--- config.mk ---
export PLATFORM = sky130hd
export DESIGN_NAME = irqg2_ctrl
export DESIGN_NICKNAME = d
export VERILOG_FILES = /design/src/irqg2_unused_guard.sv /design/src/irqg2_pkg.sv /design/src/irqg2_ctrl.sv /design/src/irqg2_sticky.sv
export VERILOG_INCLUDE_DIRS = /design/src
export SDC_FILE = /design/constraint.sdc
export NUM_CORES = 1
export LEC_CHECK = 0
export BUFFER_PORTS_ARGS = -buffer_cell sky130_fd_sc_hd__buf_2
export CELL_PAD_IN_SITES_DETAIL_PLACEMENT = 1
export CELL_PAD_IN_SITES_GLOBAL_PLACEMENT = 2
export CORE_UTILIZATION = 25
export CTS_BUF_LIST = sky130_fd_sc_hd__clkbuf_8
export DETAILED_ROUTE_END_ITERATION = 8
export PLACE_DENSITY_LB_ADDON = 0.1
export SYNTH_ARGS = -nofsm -noshare
export SYNTH_HDL_FRONTEND = slang
export SYNTH_HIERARCHICAL = 1
export SYNTH_SLANG_ARGS = --single-unit
export TNS_END_PERCENT = 10
--- constraint.sdc ---
create_clock -name clk -period 2.05 [get_ports clk]
set_input_delay 0.3075 -clock clk [delete_from_list [all_inputs] [get_ports clk]]
set_output_delay 0.3075 -clock clk [all_outputs]
set_load 0.02 [all_outputs]
--- src/irqg2_params.svh ---
`ifndef IRQG2_PARAMS_SVH
`define IRQG2_PARAMS_SVH

// Register indices as printed; byte address is four times the index
`define IRQG2_IDX_GPIO_STAT 32'h0B00_0202
`define IRQG2_IDX_FIR_STAT 32'h0B00_0204
`define IRQG2_IDX_SYS2_MASK 32'h0B00_0206
`define IRQG2_IDX_GPIO_MASK 32'h0B00_0208
`define IRQG2_IDX_GPIO_CLR 32'h0B00_0210
`define IRQG2_IDX_FIR_CLR 32'h0B00_0212
`define IRQG2_IDX_FIR_EN 32'h0B00_0214

`define IRQG2_WORD_BYTES 32'h0000_0004
`define IRQG2_ADDR_GPIO_STAT (`IRQG2_IDX_GPIO_STAT * `IRQG2_WORD_BYTES)
`define IRQG2_ADDR_FIR_STAT (`IRQG2_IDX_FIR_STAT * `IRQG2_WORD_BYTES)
`define IRQG2_ADDR_SYS2_MASK (`IRQG2_IDX_SYS2_MASK * `IRQG2_WORD_BYTES)
`define IRQG2_ADDR_GPIO_MASK (`IRQG2_IDX_GPIO_MASK * `IRQG2_WORD_BYTES)
`define IRQG2_ADDR_GPIO_CLR (`IRQG2_IDX_GPIO_CLR * `IRQG2_WORD_BYTES)
`define IRQG2_ADDR_FIR_CLR (`IRQG2_IDX_FIR_CLR * `IRQG2_WORD_BYTES)
`define IRQG2_ADDR_FIR_EN (`IRQG2_IDX_FIR_EN * `IRQG2_WORD_BYTES)

`define IRQG2_REG_W 16
`define IRQG2_FIR_W 5
`define IRQG2_SYS2_W 6
`define IRQG2_RST_16 16'h0000
`define IRQG2_RST_5 5'h00
`define IRQG2_RST_6 6'h00
`define IRQG2_RST_32 32'h0000_0000

// Infrared status field positions
`define IRQG2_FIR_UNIT 4
`define IRQG2_FIR_P2_RX 3
`define IRQG2_FIR_P2_TX 2
`define IRQG2_FIR_P1_RX 1
`define IRQG2_FIR_P1_TX 0

// Group 2 mask field positions
`define IRQG2_SYS2_DEBUG 5
`define IRQG2_SYS2_IR 4
`define IRQG2_SYS2_TICK 3
`define IRQG2_SYS2_SIGP 2
`define IRQG2_SYS2_LAMP 1
`define IRQG2_SYS2_LTMR2 0

`endif

--- src/irqg2_unused_guard.sv ---
`timescale 1ns/1ps
`default_nettype none
`default_nettype wire

--- src/irqg2_pkg.sv ---
package irqg2_pkg;

  typedef struct packed {
    logic psel;
    logic penable;
    logic pwrite;
    logic [31:0] paddr;
    logic [31:0] pwdata;
  } irqg2_apb_req_t;

  typedef struct packed {
    logic infrared_unit_irq;
    logic [3:0] infrared_dma_page_irq;
  } irqg2_fir_src_t;

  typedef struct packed {
    logic debug_serial_irq;
    logic tick_counter_irq;
    logic signal_processor_irq;
    logic indicator_lamp_irq;
    logic long_timer2_irq;
  } irqg2_sys2_src_t;

endpackage : irqg2_pkg

--- src/irqg2_ctrl.sv ---
// Functional notes
// RULE1 - Read-only upper pin interrupt status, sixteen bits
// RULE2 - Infrared status bit 4 shows unit interrupt
// RULE3 - Bits 3..0 show DMA page interrupts
// RULE4 - Page 2 status stops infrared DMA requests
// RULE5 - Page 1 status stops DMA if enabled
// RULE6 - Group 2 mask: six enable bits, 1 enables
// RULE7 - Reserved bits written zero, read zero
// RULE8 - Read/write upper pin mask, one per pin
// RULE9 - All mask bits reset to zero
// RULE10 - Output needs status and mask; status stays readable
`timescale 1ns/1ps
`default_nettype none
`include "irqg2_params.svh"

module irqg2_ctrl (
  input wire logic clk,
  input wire logic sys_rst,
  input wire irqg2_pkg::irqg2_apb_req_t apb,
  output logic [31:0] prdata,
  output logic pready,
  output logic pslverr,
  input wire logic [15:0] pin_irq_bits,
  input wire irqg2_pkg::irqg2_fir_src_t fir_src,
  input wire irqg2_pkg::irqg2_sys2_src_t sys2_src,
  input wire logic page1_irq_enable,
  input wire logic ir_dma_req_in,
  output logic ir_dma_req_out,
  output logic gpio_upper_irq,
  output logic infrared_summary_irq,
  output logic group2_irq,
  output logic irq
);
  import irqg2_pkg::*;

  logic [15:0] gpio_stat;
  logic [4:0] fir_stat;
  logic [15:0] gpio_mask;
  logic [5:0] sys2_mask;
  logic [4:0] fir_en;
  logic [15:0] gpio_clr;
  logic [4:0] fir_clr;
  logic [4:0] fir_set;
  logic [5:0] sys2_vec;
  logic setup_ph;
  logic access_wr;
  logic hit;
  logic [31:0] next_prdata;
  logic next_err;
  logic dma_stop;

  assign setup_ph = apb.psel && !apb.penable;
  assign access_wr = apb.psel && apb.penable && apb.pwrite;
  assign pready = 1'b1;

  // Address decode, shared by read mux and error flag
  always_comb begin
    hit = 1'b1;
    next_prdata = `IRQG2_RST_32;
    unique case (apb.paddr)
      `IRQG2_ADDR_GPIO_STAT: next_prdata = {16'h0000, gpio_stat}; // [RULE1]
      `IRQG2_ADDR_FIR_STAT: next_prdata = {27'h0000000, fir_stat}; // [RULE2] [RULE3] [RULE7]
      `IRQG2_ADDR_SYS2_MASK: next_prdata = {26'h0000000, sys2_mask}; // [RULE6] [RULE7]
      `IRQG2_ADDR_GPIO_MASK: next_prdata = {16'h0000, gpio_mask}; // [RULE8]
      `IRQG2_ADDR_FIR_EN: next_prdata = {27'h0000000, fir_en};
      `IRQG2_ADDR_GPIO_CLR: next_prdata = `IRQG2_RST_32;
      `IRQG2_ADDR_FIR_CLR: next_prdata = `IRQG2_RST_32;
      default: hit = 1'b0;
    endcase
    next_err = !hit;
  end

  // Read data captured in the setup cycle, held through the access cycle
  always_ff @(posedge clk) begin
    if (sys_rst) begin
      prdata <= `IRQG2_RST_32;
    end else if (setup_ph && !apb.pwrite) begin
      prdata <= next_prdata;
    end
  end

  always_ff @(posedge clk) begin
    if (sys_rst) begin
      pslverr <= 1'b0;
    end else if (setup_ph) begin
      pslverr <= next_err;
    end
  end

  // Mask registers; reserved bits are not stored
  always_ff @(posedge clk) begin
    if (sys_rst) begin
      sys2_mask <= `IRQG2_RST_6; // [RULE9]
    end else if (access_wr && apb.paddr == `IRQG2_ADDR_SYS2_MASK) begin
      sys2_mask <= apb.pwdata[`IRQG2_SYS2_W-1:0]; // [RULE6] [RULE7]
    end
  end

  always_ff @(posedge clk) begin
    if (sys_rst) begin
      gpio_mask <= `IRQG2_RST_16; // [RULE9]
    end else if (access_wr && apb.paddr == `IRQG2_ADDR_GPIO_MASK) begin
      gpio_mask <= apb.pwdata[`IRQG2_REG_W-1:0]; // [RULE8]
    end
  end

  always_ff @(posedge clk) begin
    if (sys_rst) begin
      fir_en <= `IRQG2_RST_5; // [RULE9]
    end else if (access_wr && apb.paddr == `IRQG2_ADDR_FIR_EN) begin
      fir_en <= apb.pwdata[`IRQG2_FIR_W-1:0];
    end
  end

  // Write-one-to-clear strobes, one cycle wide
  assign gpio_clr = (access_wr && apb.paddr == `IRQG2_ADDR_GPIO_CLR) ? apb.pwdata[`IRQG2_REG_W-1:0] : `IRQG2_RST_16;
  assign fir_clr = (access_wr && apb.paddr == `IRQG2_ADDR_FIR_CLR) ? apb.pwdata[`IRQG2_FIR_W-1:0] : `IRQG2_RST_5;
  assign fir_set = {fir_src.infrared_unit_irq, fir_src.infrared_dma_page_irq};

  irqg2_sticky #(.W(`IRQG2_REG_W)) u_gpio_stat (
    .clk(clk),
    .sys_rst(sys_rst),
    .set(pin_irq_bits), // [RULE1]
    .clr(gpio_clr),
    .stat(gpio_stat)
  );

  irqg2_sticky #(.W(`IRQG2_FIR_W)) u_fir_stat (
    .clk(clk),
    .sys_rst(sys_rst),
    .set(fir_set), // [RULE2] [RULE3]
    .clr(fir_clr),
    .stat(fir_stat)
  );

  // DMA gating follows the status bits directly
  assign dma_stop = fir_stat[`IRQG2_FIR_P2_RX] || fir_stat[`IRQG2_FIR_P2_TX] // [RULE4]
    || (page1_irq_enable && (fir_stat[`IRQG2_FIR_P1_RX] || fir_stat[`IRQG2_FIR_P1_TX])); // [RULE5]
  assign ir_dma_req_out = ir_dma_req_in && !dma_stop;

  assign sys2_vec = {sys2_src.debug_serial_irq, infrared_summary_irq, sys2_src.tick_counter_irq,
    sys2_src.signal_processor_irq, sys2_src.indicator_lamp_irq, sys2_src.long_timer2_irq};

  // Masking gates only the outputs; status bits are untouched
  assign gpio_upper_irq = |(gpio_stat & gpio_mask); // [RULE10]
  assign infrared_summary_irq = |(fir_stat & fir_en); // [RULE10]
  assign group2_irq = |(sys2_vec & sys2_mask); // [RULE6] [RULE10]
  assign irq = gpio_upper_irq || group2_irq;

  logic wr_sys2;
  logic wr_gpio_mask;
  logic wr_gpio_clr;
  logic wr_fir_clr;
  assign wr_sys2 = access_wr && apb.paddr == `IRQG2_ADDR_SYS2_MASK;
  assign wr_gpio_mask = access_wr && apb.paddr == `IRQG2_ADDR_GPIO_MASK;
  assign wr_gpio_clr = access_wr && apb.paddr == `IRQG2_ADDR_GPIO_CLR;
  assign wr_fir_clr = access_wr && apb.paddr == `IRQG2_ADDR_FIR_CLR;

  // Extra write decodes used only by the checks below
  logic wr_fir_en;
  logic wr_gpio_stat;
  assign wr_fir_en = access_wr && apb.paddr == `IRQG2_ADDR_FIR_EN;
  assign wr_gpio_stat = access_wr && apb.paddr == `IRQG2_ADDR_GPIO_STAT;
endmodule : irqg2_ctrl
`default_nettype wire

--- src/irqg2_sticky.sv ---
`timescale 1ns/1ps
`default_nettype none
`include "irqg2_params.svh"

module irqg2_sticky #(
  parameter int W = 16
) (
  input wire logic clk,
  input wire logic sys_rst,
  input wire logic [W-1:0] set,
  input wire logic [W-1:0] clr,
  output logic [W-1:0] stat
);
  import irqg2_pkg::*;

  // Set is applied after clear so a new event in the clear cycle survives
  always_ff @(posedge clk) begin
    if (sys_rst) begin
      stat <= '0;
    end else begin
      stat <= (stat & ~clr) | set;
    end
  end

endmodule : irqg2_sticky
`default_nettype wire

* Word-level counts from Yosys, hierarchy flattened
Index checks and enable logic that the tools add are counted.
Storage, ports and cells: memories kept 0, memory bits (read-only) 0, register bits after elaboration 81, memory bits (writable) 0, latch bits 0, output and inout bits 39
Operators by class: order comparisons 0, multiplexer cells 4, add/subtract/negate cells 0, multipliers 0, shifts and indexed selects 0, equal/unequal tests 7, div/mod/pow operators 0, bitwise gates (word level) 9, reduce and logical (&&, ||, !) cells 23
Operators by type and width (count):
- 32-bit by 30-bit equality test with 1-bit output, second input constant | 7
- 16-bit case mux with 5 select lines | 1
- 16-bit AND | 2
- 16-bit 2-to-1 mux | 1
- 16-bit NOT | 1
- 16-bit OR | 1
- 16-bit OR reduction | 1
- 1-bit logical AND | 11
- 5-bit AND | 2
- 7-bit OR reduction | 1
- 6-bit AND | 1
- 6-bit OR reduction | 1
- 5-bit 2-to-1 mux | 1
- 5-bit NOT | 1
- 5-bit OR | 1
- 5-bit OR reduction | 1
- 1-bit zero test | 4
- 1-bit logical OR | 4
- 1-bit 2-to-1 mux | 1

* Logic depth before layout (Yosys ltp)
depth after elaboration 7, mapped depth 9, depth with buffers taken out 7

* By module
The synthesis kept the hierarchy.
By module, submodules not included:
- irqg2_ctrl | cells an instance 307, area an instance 2560.0 µm², instances 1, seq. area each 880.8 µm²
- irqg2_sticky (u_gpio_stat) | cells an instance 66, area an instance 629.4 µm², instances 1, seq. area each 320.3 µm²
- irqg2_sticky (u_fir_stat) | cells an instance 20, area an instance 175.2 µm², instances 1, seq. area each 100.1 µm²

* Worst setup path before layout
OpenSTA, ideal clock, no wires.
path type input-to-reg, from input port apb[45] (netlist bit), to register u_gpio_stat.stat[10], arrival 1.922 ns, slack 0.014 ns, buffers on the path 1, stages on the path 8, library setup time 0.113 ns, data required time 1.937 ns, cells stage by stage or4_1 > nor2_4 > nand2_4 > nor4_4 > buf_6 > and2_1 > nand2b_1 > a21oi_2
Between the ends: cells in the longest elaborated chain, start to end 6
Ends and longest elaborated chain:
- from (decl) | line irqg2_ctrl.sv:19 | input wire irqg2_pkg::irqg2_apb_req_t apb,
- 32-bit by 30-bit equality test with 1-bit output
- 1-bit logical AND (no line)
- 16-bit 2-to-1 mux (no line)
- via gpio_clr[10] | line irqg2_ctrl.sv:41 | logic [15:0] gpio_clr;
- 16-bit NOT | line irqg2_sticky.sv:21 | stat <= (stat & ~clr) | set;
- 16-bit AND | line irqg2_sticky.sv:21
- 16-bit OR | line irqg2_sticky.sv:21
- to (signal assigned) | line irqg2_sticky.sv:21
- to (decl) | line irqg2_sticky.sv:12 | output logic [W-1:0] stat
The timed path passes the listed nets, and every way through them passes these cells. A chain may end at the register's enable or synchronous reset.

* Final worst setup path
from register u_fir_stat.stat[4], to output port irq
Between the ends: cells in the longest elaborated chain, start to end 5
Ends and longest elaborated chain:
- from (decl) | line irqg2_sticky.sv:12
- from (signal assigned) | line irqg2_sticky.sv:21
- 5-bit AND | line irqg2_ctrl.sv:146 | assign infrared_summary_irq = |(fir_stat & fir_en);
- 5-bit OR reduction | line irqg2_ctrl.sv:146
- 6-bit AND | line irqg2_ctrl.sv:147 | assign group2_irq = |(sys2_vec & sys2_mask);
- 6-bit OR reduction | line irqg2_ctrl.sv:147
- 1-bit logical OR | line irqg2_ctrl.sv:148 | assign irq = gpio_upper_irq || group2_irq;
- to (decl) | line irqg2_ctrl.sv:32 | output logic irq
No other way between the ends.

==> results.ini <==
[worst_setup_path]
cp_data_required_time_ns = 1.74
timing.critical_path.slowest_stage_cell = sky130_fd_sc_hd__a222oi_1
r2r_end = prdata[2]
r2r-start = u_fir_stat/stat[2]
worst_setup_path_class = reg -> out
reg2reg_slack_ns = 0.44
worstPathCellList = a222oi_1 > nand2_1 > nand2_1 > nand3_2 > or2_4 > buf_6
reg2reg_depth = 6
cp.arrival_ns = 1.78
max_stage_delay_ns = 0.35
critical_path.max_fanout = 2
critPathMostFrequentCell = sky130_fd_sc_hd__nand2_1
start_kind = flip-flop
timing.critical_path.to_type = output port

[logic_synthesis]
yosys.cell_types.count = 50
synth_cells = 393
post_synth.cell_area_avg_um2 = 8.56
yosys_most_used_dff = sky130_fd_sc_hd__dfxtp_1
post_synth_arst_share_pct = 0
ys_warn_count = 6
ys_seq_area_share_pct = 38.7
synth_enable_flop_cells = 0
yosys_register_bits = 65
mappedNetlistArea_mm2 = 0.00336

[sta]
grt_setup_unrepaired = yes
slew_headroom_pct = 65.9
postLayoutSetupSlackWorst_ns = -0.0350
worst_clock_skew_ns = 0.00587
finalHoldViolations = 0
final_max_slew_viol_count = 0
final.min_clock_period_ns = 2.09
post_route_clock_period_utilization_pct = 102
clock.fmax_mhz = 480
setup_violating_endpoint_count_in_the_final_report = 1
max_slew.worst_pin.slew_ns = 0.499

[place]
post-place-cells = 674
detailed_place_hpwl_mm = 8.26
gp_congestion = 0.746
placement.io_buffers = 102

[global_routing]
all_layer_gr_usage_pct = 15.9
globalRoute.busiestLayer = met2
grt_pass1_wl_mm = 17.1
use_met1_pct = 20.0
met3_usage_pct = 2.96
grt_remaining_overflow = 0
pin_count_of_the_biggest_net_entering_global_routing = 37
antenna_found_initial = 0
grt_use_met2_pct = 27.0
grt_pass1_vias = 3304

[final_layout]
post_layout_util_pct = 33.6
layout.cells.most_common_list = sky130_fd_sc_hd__buf_2 (100), sky130_fd_sc_hd__dfxtp_1 (61), sky130_fd_sc_hd__nand2_1 (53)
layout.cells.non_filler = 694
area.growth.synth_to_final_pct = 31.8
num-nets-final = 610
share_of_final_layout_standard_cells_stronger_than_drive_strength_1_pct = 34.2
n_fill_cell = 1611
final_common_cell = sky130_fd_sc_hd__buf_2
num_antenna_cells = 0

[clock_tree]
root_buffer = sky130_fd_sc_hd__clkbuf_8
clkLatencyLatePin_ns = 0.35
cts_tree = yes
cts-root-to-sink-buffers = 2
cts.sinks = 65
clkSlewWorstSetupHoldPaths_ns = 0.07
cts_htree_levels = 3
cts-buffers-inserted = 9
cts.hold.buffers_added = 0

[drt]
vias = 3150
wl_per_cell_um = 15.2
drt_pre_antenna_iters = 4
route.antenna.remaining_nets = 0
via_per_inst = 4.54
drt-initial-drc-count = 66
number_of_design_rule_violations_left_after_detail_routing = 0
overall_routed_net_length_mm = 10.6

[die]
design.core.area_mm2 = 0.0132
ios = 136
die_height_um = 118
floorplan.rows = 42
initial_utilization_pct = 25.5
die_width_um = 118
die_area_mm2 = 0.0139

[worst_hold_path]
min_delay_path_depth = 3
worst_hold_path.endpoint = u_gpio_stat/stat[12]
min_from = pin_irq_bits[12]
hp-class = in -> reg

[power_and_ir_drop]
pwr-share-comb_pct = 9.4
vdd_drop_max_uv = 226
p_leak_nw = 2.03
seq_power_share_pct = 44.1
netSwitchingPower_uw = 710
power.share.switching_pct = 23.7
cellInternalPower_mw = 2.29
clockPowerShare_pct = 46.5
power_density_normalized_to_cell_area_mw_per_mm2 = 676

[flow_run]
drv.max_cap_violation_count = 0

[outcome]
outcome = complete, but fails checks
violations = negative setup slack

-- routing by layer --
metal	part of all wire (%)	up-vias
met5	0	-
li1	-	1571
met4	1.2	0
met1	48	1492
met2	47	78
met3	3.6	9
-- cell usage after synthesis, types with 2 or more instances --
cell type                   n  area share (%)
sky130_fd_sc_hd__a21oi_1   27             4.0
sky130_fd_sc_hd__a221o_1    4             1.2
sky130_fd_sc_hd__clkbuf_1   9             1.0
sky130_fd_sc_hd__buf_4     18             4.0
sky130_fd_sc_hd__a222oi_1   2            0.60
sky130_fd_sc_hd__a22o_1     2            0.52
sky130_fd_sc_hd__nand3b_1   2            0.45
sky130_fd_sc_hd__inv_1     21             2.3
sky130_fd_sc_hd__a22oi_1   16             3.6
sky130_fd_sc_hd__dfxtp_1   65              39
sky130_fd_sc_hd__o21ai_0   14             2.1
sky130_fd_sc_hd__nand3_1    2            0.30
sky130_fd_sc_hd__nor4b_1    2            0.52
sky130_fd_sc_hd__buf_2      4            0.60
sky130_fd_sc_hd__nand4_1    4            0.74
sky130_fd_sc_hd__a21oi_2   10             2.6
sky130_fd_sc_hd__and4_1     2            0.52
sky130_fd_sc_hd__or4_4      2            0.67
sky130_fd_sc_hd__and3_1     3            0.56
sky130_fd_sc_hd__nor4_1     4            0.74
sky130_fd_sc_hd__nor2b_1    3            0.56
sky130_fd_sc_hd__nand2b_1  25             4.6
sky130_fd_sc_hd__conb_1     2            0.22
sky130_fd_sc_hd__mux2i_1   15             4.5
sky130_fd_sc_hd__a211oi_1   8             1.8
sky130_fd_sc_hd__nand2_1   53             5.9
sky130_fd_sc_hd__nor2_1    22             2.5
sky130_fd_sc_hd__buf_6      4             1.3
sky130_fd_sc_hd__a221oi_1   5             1.3
sky130_fd_sc_hd__and2_1    22             4.1
sky130_fd_sc_hd__or2_2      2            0.37
-- logic make-up after synthesis --
logic type / share of synthesized area [%]
compound gates: 18.4
simple gates: 28.0
other cells: 0.223
buf+inv: 9.89
mux: 4.80
flops: 38.7
-- cell type report --
cell class                 count  area (um2)  area share [%]
clock buffer                  11         151            3.42
clock inverter                 5         103            2.31
inverter                      21        78.8            1.78
multi-input combinational    286        1810            40.8
sequential                    65        1310            29.5
tap                          176         220            4.97
timing repair buffer         130         767            17.3
-- how the worst max path moves through the flow --
| stage | startpoint | endpoint | slack, ns | cells past startpoint |
|---|---|---|---|---|
| 3_5_place_dp | apb[45] | u_gpio_stat/stat[3] | -0.11 | 9 |
| 2_1_floorplan | apb[45] | u_gpio_stat/stat[10] | 0.01 | 8 |
| 3_3_place_gp | apb[45] | u_gpio_stat/stat[5] | -0.10 | 9 |
| 6_report | u_fir_stat/stat[4] | irq | -0.04 | 6 |
| 5_1_grt | u_gpio_stat/stat[12] | irq | -0.12 | 6 |
| 4_1_cts | fir_en[4] | irq | -0.09 | 6 |
-- worst max-delay path: cells and delay by family (launching register included) --
family | cells | cell delay [ns]
AO/OA/AOI/OAI | 1 | 0.35
AND/OR/NAND/NOR | 4 | 0.62
buffers and inverters | 1 | 0.13
flip-flops | 1 | 0.32
-- sequential cells by signal (all words and copies together), names as in the netlist --
name	flops
pslverr	1
u_fir_stat/stat	5
gpio_mask	16
prdata	16
u_gpio_stat/stat	16
sys2_mask	6
fir_en	5
-- power by group through the flow --
| stage | Clock [mW] | Combinational [mW] | Sequential [mW] |
|---|---|---|---|
| 2_1_floorplan | 0 | 0.168 | 1.34 |
| 3_3_place_gp | 0 | 0.280 | 1.35 |
| 3_5_place_dp | 0 | 0.285 | 1.35 |
| 4_1_cts | 1.42 | 0.289 | 1.32 |
| 5_1_grt | 1.47 | 0.315 | 1.33 |
| 6_report | 1.39 | 0.282 | 1.32 |
-- what timing repair did --
item / in CTS / in global routing
setup buffers: 3 / 1
setup endpoints to repair: 1 / 2
gates resized for setup: 6 / 5
pin swaps: 5 / 6
hold endpoints to repair: 0 / 0
-- through the flow --
stage               setup TNS, ns  area, um2  setup slack (ns)  power [mW]  hold slack [ns]
finish                    -0.0350       4430           -0.0350        3.00            0.183
global route               -0.138       4430            -0.115        3.11            0.184
CTS                       -0.0938       4410           -0.0938        3.03            0.171
detailed placement          -2.21       4120            -0.110        1.64            0.443
global placement            -1.91       4120            -0.103        1.63            0.440
floorplan                       0       3420            0.0142        1.51            0.377
Power figures use the tool's default switching activity.
